$ cat config.mk
export PLATFORM = sky130hd
export DESIGN_NAME = amp_mode_ctrl
export DESIGN_NICKNAME = d
export VERILOG_FILES = /design/src/amp_mode_pkg.sv /design/src/hold_timer.sv /design/src/hb_modulator.sv /design/src/amp_mode_ctrl.sv
export SDC_FILE = /design/constraint.sdc
export NUM_CORES = 1
export LEC_CHECK = 0
export ABC_AREA = 1
export BUFFER_PORTS_ARGS = -buffer_cell sky130_fd_sc_hd__buf_2
export CORE_MARGIN = 5
export CORE_UTILIZATION = 30
export CTS_CLUSTER_DIAMETER = 120
export CTS_CLUSTER_SIZE = 40
export DETAILED_ROUTE_END_ITERATION = 8
export PLACE_DENSITY = 0.56
export REMOVE_ABC_BUFFERS = 1
export SETUP_SLACK_MARGIN = 0.02
export SYNTH_ARGS = -nofsm -noshare
export SYNTH_HDL_FRONTEND = slang
export SYNTH_SLANG_ARGS = --single-unit
$ cat constraint.sdc
create_clock -name sys_clk -period 3.4 [get_ports sys_clk]
set_clock_uncertainty 0.15 [all_clocks]
set_input_delay 0.68 -clock sys_clk [delete_from_list [all_inputs] [get_ports sys_clk]]
set_output_delay 0.68 -clock sys_clk [all_outputs]
set_load 0.1 [all_outputs]
$ cat src/amp_mode_pkg.sv
// Shared constants for the amplifier mode and output controller.
package amp_mode_pkg;

   // System clock rate.
   localparam int CLK_HZ = 10_000_000;

   // Boot and unmute intervals, printed in milliseconds.
   localparam int BOOT_MS   = 15;
   localparam int UNMUTE_MS = 30;
   localparam int BOOT_CYCLES   = BOOT_MS * (CLK_HZ / 1000);
   localparam int UNMUTE_CYCLES = UNMUTE_MS * (CLK_HZ / 1000);
   localparam int TIMER_W       = 20;

   // Transistor switching rates in hertz.
   localparam int FSW_HIGH_HZ = 256_000;
   localparam int FSW_LOW_HZ  = 128_000;

   // Carrier steps per transistor switching period.
   localparam int CARRIER_STEPS = 8;
   localparam int CARRIER_W     = $clog2(CARRIER_STEPS);
   localparam int DIV_W         = 8;
   // Dividers round to nearest; truncating would push the high rate well above its target.
   localparam logic [DIV_W-1:0] DIV_HIGH =
      DIV_W'((CLK_HZ + FSW_HIGH_HZ * CARRIER_STEPS / 2) / (FSW_HIGH_HZ * CARRIER_STEPS) - 1);
   localparam logic [DIV_W-1:0] DIV_LOW =
      DIV_W'((CLK_HZ + FSW_LOW_HZ * CARRIER_STEPS / 2) / (FSW_LOW_HZ * CARRIER_STEPS) - 1);

   // Carrier offsets: the second half-bridge of a load lags by 270 degrees.
   localparam logic [CARRIER_W-1:0] OFFSET_A = CARRIER_W'(0);
   localparam logic [CARRIER_W-1:0] OFFSET_B = CARRIER_W'(CARRIER_STEPS * 3 / 4);

   // Half-bridge output levels.
   localparam logic [1:0] LVL_ZERO = 2'h0;
   localparam logic [1:0] LVL_HALF = 2'h1;
   localparam logic [1:0] LVL_FULL = 2'h2;

   // Sample magnitude that calls for the faster rate and the second stage.
   localparam int LEVEL_THRESH = 2;

   // Control encodings.
   localparam logic MUTE_FROM_PIN   = 1'b0;
   localparam logic MUTE_FROM_REG   = 1'b1;
   localparam logic PROFILE_LOW_PWR = 1'b0;
   localparam logic PROFILE_HI_PERF = 1'b1;

   typedef enum logic [1:0] {ST_SHUTDOWN, ST_BOOT, ST_RUN, ST_STANDBY} mode_e;

endpackage

$ cat src/hold_timer.sv
// Level-armed delay timer: done rises LIMIT edges after arm goes high.
`timescale 1ns/100ps
`default_nettype none
module hold_timer
   import amp_mode_pkg::*;
#(
   parameter int LIMIT = 16,
   parameter int CW    = TIMER_W
)(
   // Clock and reset
   input  wire logic sys_clk,
   input  wire logic reset_n,
   // Control
   input  wire logic arm,
   output logic      done_q
);

   logic [CW-1:0] cnt_q;
   logic [CW-1:0] cnt_d;
   logic          done_d;

   always_comb begin
      cnt_d = cnt_q;
      if (!arm) begin
         cnt_d = '0;
      end else if (cnt_q != CW'(LIMIT)) begin
         cnt_d = cnt_q + CW'(1);
      end
      done_d = arm && (cnt_d == CW'(LIMIT));
   end

   always_ff @(posedge sys_clk or negedge reset_n) begin
      if (!reset_n) begin
         cnt_q  <= '0;
         done_q <= 1'b0;
      end else begin
         cnt_q  <= cnt_d;
         done_q <= done_d;
      end
   end

   chk_timer_full_count: assert property (@(posedge sys_clk) disable iff (!reset_n)
      $rose(done_q) |-> cnt_q == CW'(LIMIT) && $past(arm))
      else $error("Timer finished before its full count.");

   chk_timer_drop: assert property (@(posedge sys_clk) disable iff (!reset_n)
      !arm |=> !done_q)
      else $error("Timer stayed done after arm fell.");

endmodule
`default_nettype wire

$ cat src/hb_modulator.sv
// Two-phase three-level modulator for one half-bridge.
`timescale 1ns/100ps
`default_nettype none
module hb_modulator
   import amp_mode_pkg::*;
#(
   parameter int                   SAMPLE_W = 4,
   parameter logic [CARRIER_W-1:0] OFFSET   = OFFSET_A,
   parameter bit                   INVERT   = 1'b0
)(
   // Clock and reset
   input  wire logic                      sys_clk,
   input  wire logic                      reset_n,
   // Carrier and control
   input  wire logic [CARRIER_W-1:0]      carrier,
   input  wire logic                      run,
   input  wire logic                      mute,
   input  wire logic signed [SAMPLE_W-1:0] sample,
   // Half-bridge level
   output logic [1:0]                     level_q
);

   localparam int HALF = CARRIER_STEPS / 2;

   logic signed [SAMPLE_W+2:0] ext;
   logic signed [SAMPLE_W+2:0] dsum;
   logic [CARRIER_W:0]         duty;
   logic [CARRIER_W-1:0]       ph1;
   logic [CARRIER_W-1:0]       ph2;
   logic [1:0]                 level_d;

   always_comb begin
      ext  = (SAMPLE_W+3)'(sample);
      // Muting parks the duty at half so the flying capacitors stay balanced.
      if (mute) begin
         ext = '0;
      end
      dsum = (INVERT ? -ext : ext) + (SAMPLE_W+3)'(HALF);
      if (dsum < 0) begin
         duty = '0;
      end else if (dsum > (SAMPLE_W+3)'(CARRIER_STEPS)) begin
         duty = (CARRIER_W+1)'(CARRIER_STEPS);
      end else begin
         duty = dsum[CARRIER_W:0];
      end
      // Two phases half a period apart; their sum gives zero, half or full.
      ph1 = carrier + OFFSET;
      ph2 = ph1 + CARRIER_W'(HALF);
      level_d = LVL_ZERO;
      if (run) begin
         level_d = 2'({1'b0, ph1} < duty) + 2'({1'b0, ph2} < duty);
      end
   end

   always_ff @(posedge sys_clk or negedge reset_n) begin
      if (!reset_n) begin
         level_q <= LVL_ZERO;
      end else begin
         level_q <= level_d;
      end
   end

   chk_off_no_switch: assert property (@(posedge sys_clk) disable iff (!reset_n)
      !run |=> level_q == LVL_ZERO)
      else $error("Disabled half-bridge is switching.");

   chk_mute_half_duty: assert property (@(posedge sys_clk) disable iff (!reset_n)
      run && mute |=> level_q == LVL_HALF)
      else $error("Muted half-bridge is not at half duty.");

   chk_level_range: assert property (@(posedge sys_clk) disable iff (!reset_n)
      level_q != 2'h3)
      else $error("Half-bridge level out of range.");

endmodule
`default_nettype wire

$ cat src/amp_mode_ctrl.sv
// Mode controller for a two-channel multilevel class-D power stage.
`timescale 1ns/100ps
`default_nettype none
module amp_mode_ctrl
   import amp_mode_pkg::*;
#(
   parameter int BOOT_COUNT   = BOOT_CYCLES,
   parameter int UNMUTE_COUNT = UNMUTE_CYCLES,
   parameter int SAMPLE_W     = 4
)(
   // Clock and reset
   input  wire logic                       sys_clk,
   input  wire logic                       reset_n,
   // Control pins
   input  wire logic                       enable_pin,
   input  wire logic                       mute_n_pin,
   input  wire logic                       output_config_strap,
   // Settings write port
   input  wire logic                       cfg_wr,
   input  wire logic [1:0]                 cfg_channel_mute_bits,
   input  wire logic [1:0]                 cfg_channel_off_bits,
   input  wire logic                       cfg_mute_source,
   input  wire logic                       cfg_standby,
   input  wire logic                       cfg_parallel_bridge,
   input  wire logic                       cfg_strap_override_enable,
   input  wire logic                       cfg_power_profile_select,
   // Audio level per channel
   input  wire logic signed [SAMPLE_W-1:0] ch0_sample,
   input  wire logic signed [SAMPLE_W-1:0] ch1_sample,
   // Half-bridge levels
   output logic [1:0]                      ch0_a_level_q,
   output logic [1:0]                      ch0_b_level_q,
   output logic [1:0]                      ch1_a_level_q,
   output logic [1:0]                      ch1_b_level_q,
   // Status
   output logic                            shutdown_q,
   output logic                            ready_q,
   output logic                            standby_q,
   output logic [1:0]                      muted_q,
   output logic                            parallel_bridge_q,
   output logic                            fast_rate_q,
   output logic                            second_stage_q
);

   // Mode state.
   mode_e state_q;
   mode_e state_d;
   logic  boot_done;

   // Settings.
   logic [1:0] channel_mute_bits_q;
   logic [1:0] channel_mute_bits_d;
   logic [1:0] channel_off_bits_q;
   logic [1:0] channel_off_bits_d;
   logic       mute_source_q;
   logic       mute_source_d;
   logic       standby_reg_q;
   logic       standby_reg_d;
   logic       parallel_bridge_reg_q;
   logic       parallel_bridge_reg_d;
   logic       strap_override_enable_q;
   logic       strap_override_enable_d;
   logic       power_profile_select_q;
   logic       power_profile_select_d;
   logic       strap_pbtl_q;
   logic       strap_pbtl_d;

   // Carrier.
   logic [DIV_W-1:0]     div_q;
   logic [DIV_W-1:0]     div_d;
   logic [CARRIER_W-1:0] carrier_q;
   logic [CARRIER_W-1:0] carrier_d;

   // Per-channel control.
   logic [1:0]                 mute_req;
   logic [1:0]                 unmute_done;
   logic [1:0]                 mute_eff;
   logic [1:0]                 run_ch;
   logic                       pbtl;
   logic                       level_high0;
   logic                       level_high1;
   logic                       fast_rate;
   logic                       stage2;
   logic signed [SAMPLE_W-1:0] ch1_drive;

   // Status next values.
   logic       shutdown_d;
   logic       ready_d;
   logic       standby_d;
   logic [1:0] muted_d;

   // Boot timer runs from the rising enable; dropping enable clears it.
   hold_timer #(
      .LIMIT (BOOT_COUNT),
      .CW    (TIMER_W)
   ) u_boot_timer (
      .sys_clk (sys_clk),
      .reset_n (reset_n),
      .arm     (enable_pin),
      .done_q  (boot_done)
   );

   always_comb begin
      state_d = state_q;
      case (state_q)
         ST_SHUTDOWN: begin
            if (enable_pin) begin
               state_d = ST_BOOT;
            end
         end
         ST_BOOT: begin
            if (boot_done) begin
               state_d = ST_RUN;
            end
         end
         ST_RUN: begin
            if (standby_reg_q) begin
               state_d = ST_STANDBY;
            end
         end
         ST_STANDBY: begin
            if (!standby_reg_q) begin
               state_d = ST_RUN;
            end
         end
         default: begin
            state_d = ST_SHUTDOWN;
         end
      endcase
      if (!enable_pin) begin
         state_d = ST_SHUTDOWN;
      end
   end

   always_ff @(posedge sys_clk or negedge reset_n) begin
      if (!reset_n) begin
         state_q <= ST_SHUTDOWN;
      end else begin
         state_q <= state_d;
      end
   end

   // Settings are writable once booted, including in standby so the host can wake it.
   always_comb begin
      channel_mute_bits_d     = channel_mute_bits_q;
      channel_off_bits_d      = channel_off_bits_q;
      mute_source_d           = mute_source_q;
      standby_reg_d           = standby_reg_q;
      parallel_bridge_reg_d   = parallel_bridge_reg_q;
      strap_override_enable_d = strap_override_enable_q;
      power_profile_select_d  = power_profile_select_q;
      strap_pbtl_d            = strap_pbtl_q;
      if (state_q == ST_SHUTDOWN) begin
         channel_mute_bits_d     = '0;
         channel_off_bits_d      = '0;
         mute_source_d           = MUTE_FROM_PIN;
         standby_reg_d           = 1'b0;
         parallel_bridge_reg_d   = 1'b0;
         strap_override_enable_d = 1'b0;
         power_profile_select_d  = PROFILE_LOW_PWR;
         if (enable_pin) begin
            strap_pbtl_d = !output_config_strap;
         end
      end else if (cfg_wr && (state_q == ST_RUN || state_q == ST_STANDBY)) begin
         channel_mute_bits_d     = cfg_channel_mute_bits;
         channel_off_bits_d      = cfg_channel_off_bits;
         mute_source_d           = cfg_mute_source;
         standby_reg_d           = cfg_standby;
         parallel_bridge_reg_d   = cfg_parallel_bridge;
         strap_override_enable_d = cfg_strap_override_enable;
         power_profile_select_d  = cfg_power_profile_select;
      end
   end

   always_ff @(posedge sys_clk or negedge reset_n) begin
      if (!reset_n) begin
         channel_mute_bits_q     <= '0;
         channel_off_bits_q      <= '0;
         mute_source_q           <= MUTE_FROM_PIN;
         standby_reg_q           <= 1'b0;
         parallel_bridge_reg_q   <= 1'b0;
         strap_override_enable_q <= 1'b0;
         power_profile_select_q  <= PROFILE_LOW_PWR;
         strap_pbtl_q            <= 1'b0;
      end else begin
         channel_mute_bits_q     <= channel_mute_bits_d;
         channel_off_bits_q      <= channel_off_bits_d;
         mute_source_q           <= mute_source_d;
         standby_reg_q           <= standby_reg_d;
         parallel_bridge_reg_q   <= parallel_bridge_reg_d;
         strap_override_enable_q <= strap_override_enable_d;
         power_profile_select_q  <= power_profile_select_d;
         strap_pbtl_q            <= strap_pbtl_d;
      end
   end

   // Mute source and unmute delay; each channel restarts its delay on any new mute.
   always_comb begin
      if (mute_source_q == MUTE_FROM_REG) begin
         mute_req = channel_mute_bits_q;
      end else begin
         mute_req = {2{!mute_n_pin}};
      end
      mute_eff = mute_req | ~unmute_done;
   end

   for (genvar c = 0; c < 2; c++) begin : g_unmute
      hold_timer #(
         .LIMIT (UNMUTE_COUNT),
         .CW    (TIMER_W)
      ) u_unmute_timer (
         .sys_clk (sys_clk),
         .reset_n (reset_n),
         .arm     (!mute_req[c] && state_q == ST_RUN),
         .done_q  (unmute_done[c])
      );
   end

   // Output configuration, level sensing and switching rate.
   always_comb begin
      pbtl = strap_override_enable_q ? parallel_bridge_reg_q : strap_pbtl_q;
      level_high0 = (int'(ch0_sample) >= LEVEL_THRESH) || (int'(ch0_sample) <= -LEVEL_THRESH);
      level_high1 = (int'(ch1_sample) >= LEVEL_THRESH) || (int'(ch1_sample) <= -LEVEL_THRESH);
      if (power_profile_select_q == PROFILE_HI_PERF) begin
         fast_rate = 1'b1;
      end else begin
         fast_rate = level_high0 || (level_high1 && !pbtl);
      end
      // The off bit wins over mute; in parallel mode channel 1 follows stage2 and ignores its own off bit.
      run_ch = {2{state_q == ST_RUN}} & ~channel_off_bits_q;
      stage2 = 1'b0;
      ch1_drive = ch1_sample;
      if (pbtl) begin
         ch1_drive = ch0_sample;
         stage2 = run_ch[0] && level_high0 && !mute_eff[0];
         run_ch[1] = stage2;
      end
      div_d = div_q - DIV_W'(1);
      carrier_d = carrier_q;
      if (div_q == '0) begin
         div_d = fast_rate ? DIV_HIGH : DIV_LOW;
         carrier_d = carrier_q + CARRIER_W'(1);
      end
   end

   always_ff @(posedge sys_clk or negedge reset_n) begin
      if (!reset_n) begin
         div_q     <= '0;
         carrier_q <= '0;
      end else begin
         div_q     <= div_d;
         carrier_q <= carrier_d;
      end
   end

   // Four half-bridges; B lags A by 270 degrees so the load sees four steps per period.
   hb_modulator #(.SAMPLE_W(SAMPLE_W), .OFFSET(OFFSET_A), .INVERT(1'b0)) u_ch0_a (
      .sys_clk (sys_clk),
      .reset_n (reset_n),
      .carrier (carrier_q),
      .run     (run_ch[0]),
      .mute    (mute_eff[0]),
      .sample  (ch0_sample),
      .level_q (ch0_a_level_q)
   );
   hb_modulator #(.SAMPLE_W(SAMPLE_W), .OFFSET(OFFSET_B), .INVERT(1'b1)) u_ch0_b (
      .sys_clk (sys_clk),
      .reset_n (reset_n),
      .carrier (carrier_q),
      .run     (run_ch[0]),
      .mute    (mute_eff[0]),
      .sample  (ch0_sample),
      .level_q (ch0_b_level_q)
   );
   hb_modulator #(.SAMPLE_W(SAMPLE_W), .OFFSET(OFFSET_A), .INVERT(1'b0)) u_ch1_a (
      .sys_clk (sys_clk),
      .reset_n (reset_n),
      .carrier (carrier_q),
      .run     (run_ch[1]),
      .mute    (pbtl ? mute_eff[0] : mute_eff[1]),
      .sample  (ch1_drive),
      .level_q (ch1_a_level_q)
   );
   hb_modulator #(.SAMPLE_W(SAMPLE_W), .OFFSET(OFFSET_B), .INVERT(1'b1)) u_ch1_b (
      .sys_clk (sys_clk),
      .reset_n (reset_n),
      .carrier (carrier_q),
      .run     (run_ch[1]),
      .mute    (pbtl ? mute_eff[0] : mute_eff[1]),
      .sample  (ch1_drive),
      .level_q (ch1_b_level_q)
   );

   // Status flags.
   always_comb begin
      shutdown_d = (state_d == ST_SHUTDOWN);
      ready_d    = (state_d == ST_RUN) || (state_d == ST_STANDBY);
      standby_d  = (state_d == ST_STANDBY);
      muted_d    = mute_eff;
   end

   always_ff @(posedge sys_clk or negedge reset_n) begin
      if (!reset_n) begin
         shutdown_q        <= 1'b1;
         ready_q           <= 1'b0;
         standby_q         <= 1'b0;
         muted_q           <= 2'h3;
         parallel_bridge_q <= 1'b0;
         fast_rate_q       <= 1'b0;
         second_stage_q    <= 1'b0;
      end else begin
         shutdown_q        <= shutdown_d;
         ready_q           <= ready_d;
         standby_q         <= standby_d;
         muted_q           <= muted_d;
         parallel_bridge_q <= pbtl;
         fast_rate_q       <= fast_rate;
         second_stage_q    <= stage2;
      end
   end

   chk_shutdown_hold: assert property (@(posedge sys_clk) disable iff (!reset_n)
      !enable_pin |=> shutdown_q && !ready_q && state_q == ST_SHUTDOWN)
      else $error("Device not shut down while enable is low.");

   chk_boot_to_run: assert property (@(posedge sys_clk) disable iff (!reset_n)
      state_q == ST_BOOT && boot_done && enable_pin |=> state_q == ST_RUN && ready_q)
      else $error("Boot did not finish into normal operation.");

   chk_pin_mute_now: assert property (@(posedge sys_clk) disable iff (!reset_n)
      mute_source_q == MUTE_FROM_PIN && !mute_n_pin |=> muted_q == 2'h3)
      else $error("Pin mute did not act at once.");

   chk_reg_mute_chan: assert property (@(posedge sys_clk) disable iff (!reset_n)
      mute_source_q == MUTE_FROM_REG && channel_mute_bits_q[1] |=> muted_q[1])
      else $error("Channel mute bit ignored.");

   chk_standby_quiet: assert property (@(posedge sys_clk) disable iff (!reset_n)
      state_q == ST_STANDBY |=> ch0_a_level_q == LVL_ZERO && ch1_b_level_q == LVL_ZERO)
      else $error("Switching seen in standby.");

   chk_strap_capture: assert property (@(posedge sys_clk) disable iff (!reset_n)
      state_q == ST_SHUTDOWN && enable_pin |=> strap_pbtl_q == !$past(output_config_strap))
      else $error("Strap not sampled at boot.");

   chk_rate_fixed_high: assert property (@(posedge sys_clk) disable iff (!reset_n)
      power_profile_select_q == PROFILE_HI_PERF |=> fast_rate_q)
      else $error("High-performance profile not at the fixed high rate.");

   chk_stage2_quiet: assert property (@(posedge sys_clk) disable iff (!reset_n)
      pbtl && !level_high0 |=> ch1_a_level_q == LVL_ZERO && ch1_b_level_q == LVL_ZERO)
      else $error("Second stage switching at low signal level.");

endmodule
`default_nettype wire

# Yosys cells after proc, flatten, opt, wreduce, memory -nomap -nowiden
# Index checks and enable logic that the tools add are counted.
# word_totals
ff_bits,102
out_inout_bits,16
# classes
n_addsub,18
magnitude_cmp,20
eq_ne,11
muxes,48
bitwise,4
n_reduce_logical,25
# ops
cell,n
$mux W20,6
$add A20 B1 Y20 const B,3
$eq A20 B19 Y1 const B,2
$mux W4,10
$ne A20 B19 Y1 const B,2
$lt A3 B4 Y1,8
$add A7 B4 Y7 const B,4
$gt A7 B5 Y1 const B,4
$lt A7 B1 Y1 const B,4
$mux W2,13
$eq A20 B18 Y1 const B,1
$ne A20 B18 Y1 const B,1
$mux W1,15
$mux W7,2
$neg A7 Y7,2
$add A3 B3 Y3 const B,3
$logic_and A1 B1 Y1,9
$add A1 B1 Y2,4
$eq A2 B2 Y1 const B,4
$ge A4 B3 Y1 const B,2
$le A4 B2 Y1 const B,2
$logic_not A8 Y1,1
$mux W8,1
$pmux W2 S4,1
other kinds (11),22

# Depth between registers and ports, before layout
# depth
word_depth,13
mapped_depth,18
mapped_depth_nobuf,18

# Cells and area by module
# A second synthesis with hierarchy kept.
# unflattened
cells_unflattened,1002
hier_area_um2,6919.1
# by_module_without_submodules
mod,instances,cells_per_inst,area_each_um2,seq_area_each_um2
amp_mode_ctrl,1,176,1492.7,779.5
hold_timer (g_unmute[0].u_unmute_timer),1,210,1453.9,525.5
hold_timer (u_boot_timer),1,225,1451.4,525.5
hold_timer (g_unmute[1].u_unmute_timer),1,215,1430.1,525.5
hb_modulator (u_ch0_b ...),2,51,317.8,50.0
hb_modulator (u_ch0_a ...),2,37,227.7,50.0

# Worst setup path after synthesis
# Ideal clock, no wire load.
# synth_path
path_kind,input to register
startpoint,input port mute_n_pin
endpoint,register u_ch1_b.level_q[0]
t_arrival_ps,2572
t_required_ps,3120
path_slack_ps,548
stages,17
n_path_buf,0
cell_sequence,inv_1 > nand2_4 > nand3_4 > nand2_1 > nand2_2 > or2_1 > ha_1 > o21ai_0 > o21ai_0 > ha_1 > inv_1 > nand2_1 > inv_1 > a21boi_1 > ha_1 > inv_1 > nor2_1
# synth_between
elab_chain_len,13
# synth_lines
item,line_no,source
from (decl),amp_mode_ctrl.sv:16,"input wire logic mute_n_pin,"
$logic_not A1 Y1 *,amp_mode_ctrl.sv:202,mute_req = {2{!mute_n_pin}};
$mux W2 *,amp_mode_ctrl.sv:199,if (mute_source_q == MUTE_FROM_REG) begin
$or A2 B2 Y2 *,amp_mode_ctrl.sv:204,mute_eff = mute_req | ~unmute_done;
via mute_eff[0],amp_mode_ctrl.sv:77,logic [1:0] mute_eff;
$mux W1,amp_mode_ctrl.sv:289,".mute (pbtl ? mute_eff[0] : mute_eff[1]),"
$mux W7,hb_modulator.sv:35,if (mute) begin
$neg A7 Y7,hb_modulator.sv:38,dsum = (INVERT ? -ext : ext) + (SAMPLE_W+3)'(HALF);
$add A7 B4 Y7,hb_modulator.sv:38,
$gt A7 B5 Y1,hb_modulator.sv:41,end else if (dsum > (SAMPLE_W+3)'(CARRIER_STEPS)) begin
$mux W4,hb_modulator.sv:41,
$mux W4,hb_modulator.sv:39,if (dsum < 0) begin
$lt A3 B4 Y1,hb_modulator.sv:51,"level_d = 2'({1'b0, ph1} < duty) + 2'({1'b0, ph2} < duty);"
$add A1 B1 Y2,hb_modulator.sv:51,
$mux W2 *,hb_modulator.sv:50,if (run) begin
via u_ch1_b.level_d[0],hb_modulator.sv:30,logic [1:0] level_d;
to (signal assigned),hb_modulator.sv:59,level_q <= level_d;
to (decl),hb_modulator.sv:20,output logic [1:0] level_q
# Mark *: on every way through the listed nets, which the timed path passes. The rest lies on a longest branch.
# A chain may end at the register's enable or synchronous reset.

# Final worst setup path
# layout_path
startpoint,register strap_pbtl_q
endpoint,register u_ch1_b.level_q[0]
# layout_between
elab_chain_len,11
# layout_lines
item,line_no,source
from (decl),amp_mode_ctrl.sv:65,logic strap_pbtl_q;
from (signal assigned),amp_mode_ctrl.sv:193,strap_pbtl_q <= strap_pbtl_d;
$mux W1 *,amp_mode_ctrl.sv:221,pbtl = strap_override_enable_q ? parallel_bridge_reg_q : strap_pbtl_q;
$mux W4 / $mux W1 (equally long branches),"amp_mode_ctrl.sv:233, amp_mode_ctrl.sv:289",
$mux W7,hb_modulator.sv:35,
$neg A7 Y7,hb_modulator.sv:38,
$add A7 B4 Y7,hb_modulator.sv:38,
$gt A7 B5 Y1,hb_modulator.sv:41,
$mux W4,hb_modulator.sv:41,
$mux W4,hb_modulator.sv:39,
$lt A3 B4 Y1,hb_modulator.sv:51,
$add A1 B1 Y2,hb_modulator.sv:51,
$mux W2 *,hb_modulator.sv:50,
via u_ch1_b.level_d[0],hb_modulator.sv:30,
# Marks and branches as above.

==> flow_summary.json <==
{
  "status": "finished, final reports clean",
  "synth_top_area_share_pct": 39.12,
  "synth_top_family_by_area": "simple AND/OR/NAND/NOR gates",
  "drv_cap": 0,
  "setup_slack_ps": 556.1,
  "crit_chain": "o21ai_2 > o21ai_0 > or2_1 > ha_1 > o21ai_0 > o21ai_0 > ha_1 > inv_1 > nand2_1 > inv_1 > a21boi_1 > ha_1 > inv_1 > nor2_1",
  "finalSetupViolCount": 0,
  "internal-power_mw": 2.113,
  "seqPwrFrac_pct": 45.4,
  "gp_congestion": 0.8224,
  "cts_tree": "yes",
  "drc": 0,
  "slowest_delay_ps": 400,
  "drtAntennaViolNets": 0,
  "first_pass_iters": 5,
  "hp-class": "in2async",
  "h-tree-depth": 3,
  "switching_power_mw": 0.8735,
  "ys.flop_type": "dfrtp_1",
  "synth_fa_ha_area_share_pct": 4.347,
  "die-area_um2": 24110,
  "core_area_um2": 20890,
  "crit_path_end_kind": "register",
  "p_per_area_nw_per_um2": 416.3,
  "grt_pass1_vias": 5506,
  "ys_async_sr_fraction_pct": 100.0,
  "yosys.area_share.xor_xnor_pct": 2.766,
  "fillers": 2278,
  "power_frac_comb_pct": 18.1,
  "crit_path_start": "strap_pbtl_q",
  "avgSynthCellArea_um2": 7.155,
  "clock_sinks": 102,
  "io_buffers": 38,
  "numCtsBuffers": 9,
  "clock_path_buffers": 2,
  "wl_um": 15100,
  "critPathTopFamily": "compound AO/OA/AOI/OAI gates",
  "p_leak_nw": 3.627,
  "yosysUniqueCellTypes": 40,
  "start_kind": "register",
  "grt_usage_pct": 13.29,
  "drive_above_1_share_pct": 9.861,
  "vias_per_cell": 4.608,
  "swShare_pct": 29.24,
  "hold_violations": 0,
  "ys_seq_area_share_pct": 40.37,
  "clkPwrFrac_pct": 36.4,
  "start_util_pct": 30.31,
  "clockRootBuffer": "clkbuf_16",
  "die_height_um": 155.3,
  "grt_setup_unrepaired": "no",
  "worstPathBufferInverterCount": 3,
  "tightest_slew_ps": 619.9,
  "fp-row-count": 53,
  "slew_viol_final": 0,
  "synth_area_um2": 6332,
  "synthCells": 885,
  "placed_cells": 1192,
  "period_minus_slack_ps": 2844,
  "muxShareOfSynthArea_pct": 0,
  "yosys.area_share.simple_pct": 34.14,
  "yosys_warnings": 0,
  "drt_iter0_markers": 297,
  "max-slew-margin-rel_pct": 58.68,
  "clkSlewWorstSetupHoldPaths_ps": 80,
  "io_pins": 39,
  "clock.fmax_ghz": 0.3516,
  "vdd_ir_drop_max_mv": 0.1932,
  "ctsResizeCount": 0,
  "syn2layout_area_growth_pct": 13.32,
  "critical_path_class": "reg2reg",
  "ys_seq_elements": 102,
  "multi_input_area_um2": 3089,
  "slowest_stage": "dfrtp_1",
  "synth_edf_count": 0,
  "area.sequential_um2": 2556,
  "crit_required_ps": 3480,
  "postCtsSetupRepairBufs": 0,
  "die_x_um": 155.3,
  "crit_fanout": 9,
  "grt_max_degree": 59,
  "synth_compound_area_share_pct": 7.528,
  "rr_startpoint": "strap_pbtl_q",
  "yosys-top-cells-area": "dfrtp_1 39%, nand2_1 10%, inv_1 10%",
  "fin_cells": 1208,
  "via_count": 5566,
  "arrival_ps": 2930,
  "final_nets": 973,
  "yosys.area.top_type": "dfrtp_1",
  "finalCritPeriodShare_pct": 83.64,
  "hpwlAfterDp_um": 11800,
  "grt_pass1_wl_um": 26320,
  "clk_latency_ps": 350,
  "wire_per_inst_um": 12.50,
  "pre_cts_slack_ps": 261.8,
  "grt_remaining_overflow": 0,
  "antenna_found_initial": 0,
  "tns_ps": 0,
  "num_antenna_cells": 0,
  "whs_ps": 177.9,
  "hold_buffers": 0
}
worst paths after layout:
path / depth (start not counted) / to / slack (ps)
min in group sys_clk: 1 / muted_q[1] / 290
worst max register to register: 14 / u_ch1_b.level_q[0] / 560
worst max-delay path: 14 / u_ch1_b.level_q[0] / 560
max in group asynchronous: 2 / shutdown_q / 2150
worst min register to register: 1 / muted_q[1] / 290
worst min-delay path: 1 / div_q[3] / 180
synthesized netlist by cell type (3+ instances only):
library cell / number
ha_1: 22
nand3_1: 94
nor2_1: 122
nor2_4: 5
nand2_2: 8
dfstp_2: 3
nand3b_1: 4
nor3_1: 17
o21ai_0: 42
nand4_1: 28
o21ai_1: 3
xor2_1: 17
nand2_1: 177
inv_1: 169
inv_2: 3
dfrtp_1: 99
a21oi_1: 27
clkbuf_1: 6
xnor2_1: 3
o21bai_1: 3
nor2_2: 6
state kept, by name, indices dropped and copies added (netlist names), 2 cells and up:
signal and count:
u_ch1_a.level_q 2, u_ch0_a.level_q 2, u_ch1_b.level_q 2, state_q 2
u_boot_timer.cnt_q 20, div_q 8, g_unmute.u_unmute_timer.cnt_q 40, channel_mute_bits_q 2
muted_q 2, channel_off_bits_q 2, u_ch0_b.level_q 2, g_unmute.u_unmute_timer.done_q 2
carrier_q 3
power by group through the flow:
stage | registers (mW) | clock network [mW] | logic (mW)
after global placement | 1.38 | 0 | 0.539
after CTS | 1.36 | 1.14 | 0.552
after global routing | 1.37 | 1.19 | 0.656
after floorplan | 1.39 | 0 | 0.390
after detailed placement | 1.38 | 0 | 0.548
final | 1.36 | 1.09 | 0.541
layout by cell type, fill, tap and decap left out, types with 2 or more instances in the layout:
cell type    n
nand3_1     94
buf_4        2
xor2_1      17
ha_1        22
a31oi_1      2
o21ai_1      3
o21ai_2      2
xnor2_1      3
inv_1      169
clkbuf_8     2
nand3b_1     4
inv_2        3
nor2_1     122
dfrtp_1     99
clkbuf_16    9
a21boi_1     2
nand3_4      2
nor3_4       2
buf_2       37
o21bai_1     3
nand2_1    177
dfstp_2      3
nand4_1     28
nor2_2       6
o311ai_0     2
inv_6        2
a21oi_1     27
o21ai_0     42
nand2_2      8
nand2_4      2
nor2_4       5
nor3_1      17
layer usage:
layer	global-route usage (%)	vias to the layer above	share of wire, %
li1	-	2889	-
met5	0	-	0
met1	17.65	2558	48
met2	21.10	98	45
met4	4.127	0	2.1
met3	3.700	21	4.8
cell type report:
type | count | area share, %
inverter | 173 | 9.050
clock buffer | 11 | 3.522
multi-input combinational | 602 | 43.05
timing repair buffer | 40 | 3.069
tap | 275 | 4.795
sequential | 102 | 35.62
clock inverter | 5 | 0.8893
logic make-up after synthesis:
kind of cell,Yosys count
adders and majority gates,22
and+or+nand+nor,473
xor gates and xnor gates,20
DFF,102
buffers and inverters,181
AOI/OAI and AO/OA,87
metrics by stage:
| step | total power, mW | area, um^2 | util, % |
|---|---|---|---|
| 2_1_floorplan | 1.776 | 6295 | - |
| 3_3_place_gp | 1.922 | 6859 | 32.84 |
| 3_5_place_dp | 1.930 | 6859 | 32.84 |
| 4_1_cts | 3.049 | 7176 | 34.35 |
| 5_1_grt | 3.219 | 7176 | 34.35 |
| 6_report | 2.987 | 7176 | 34.35 |
(Power assumes the default switching activity.)
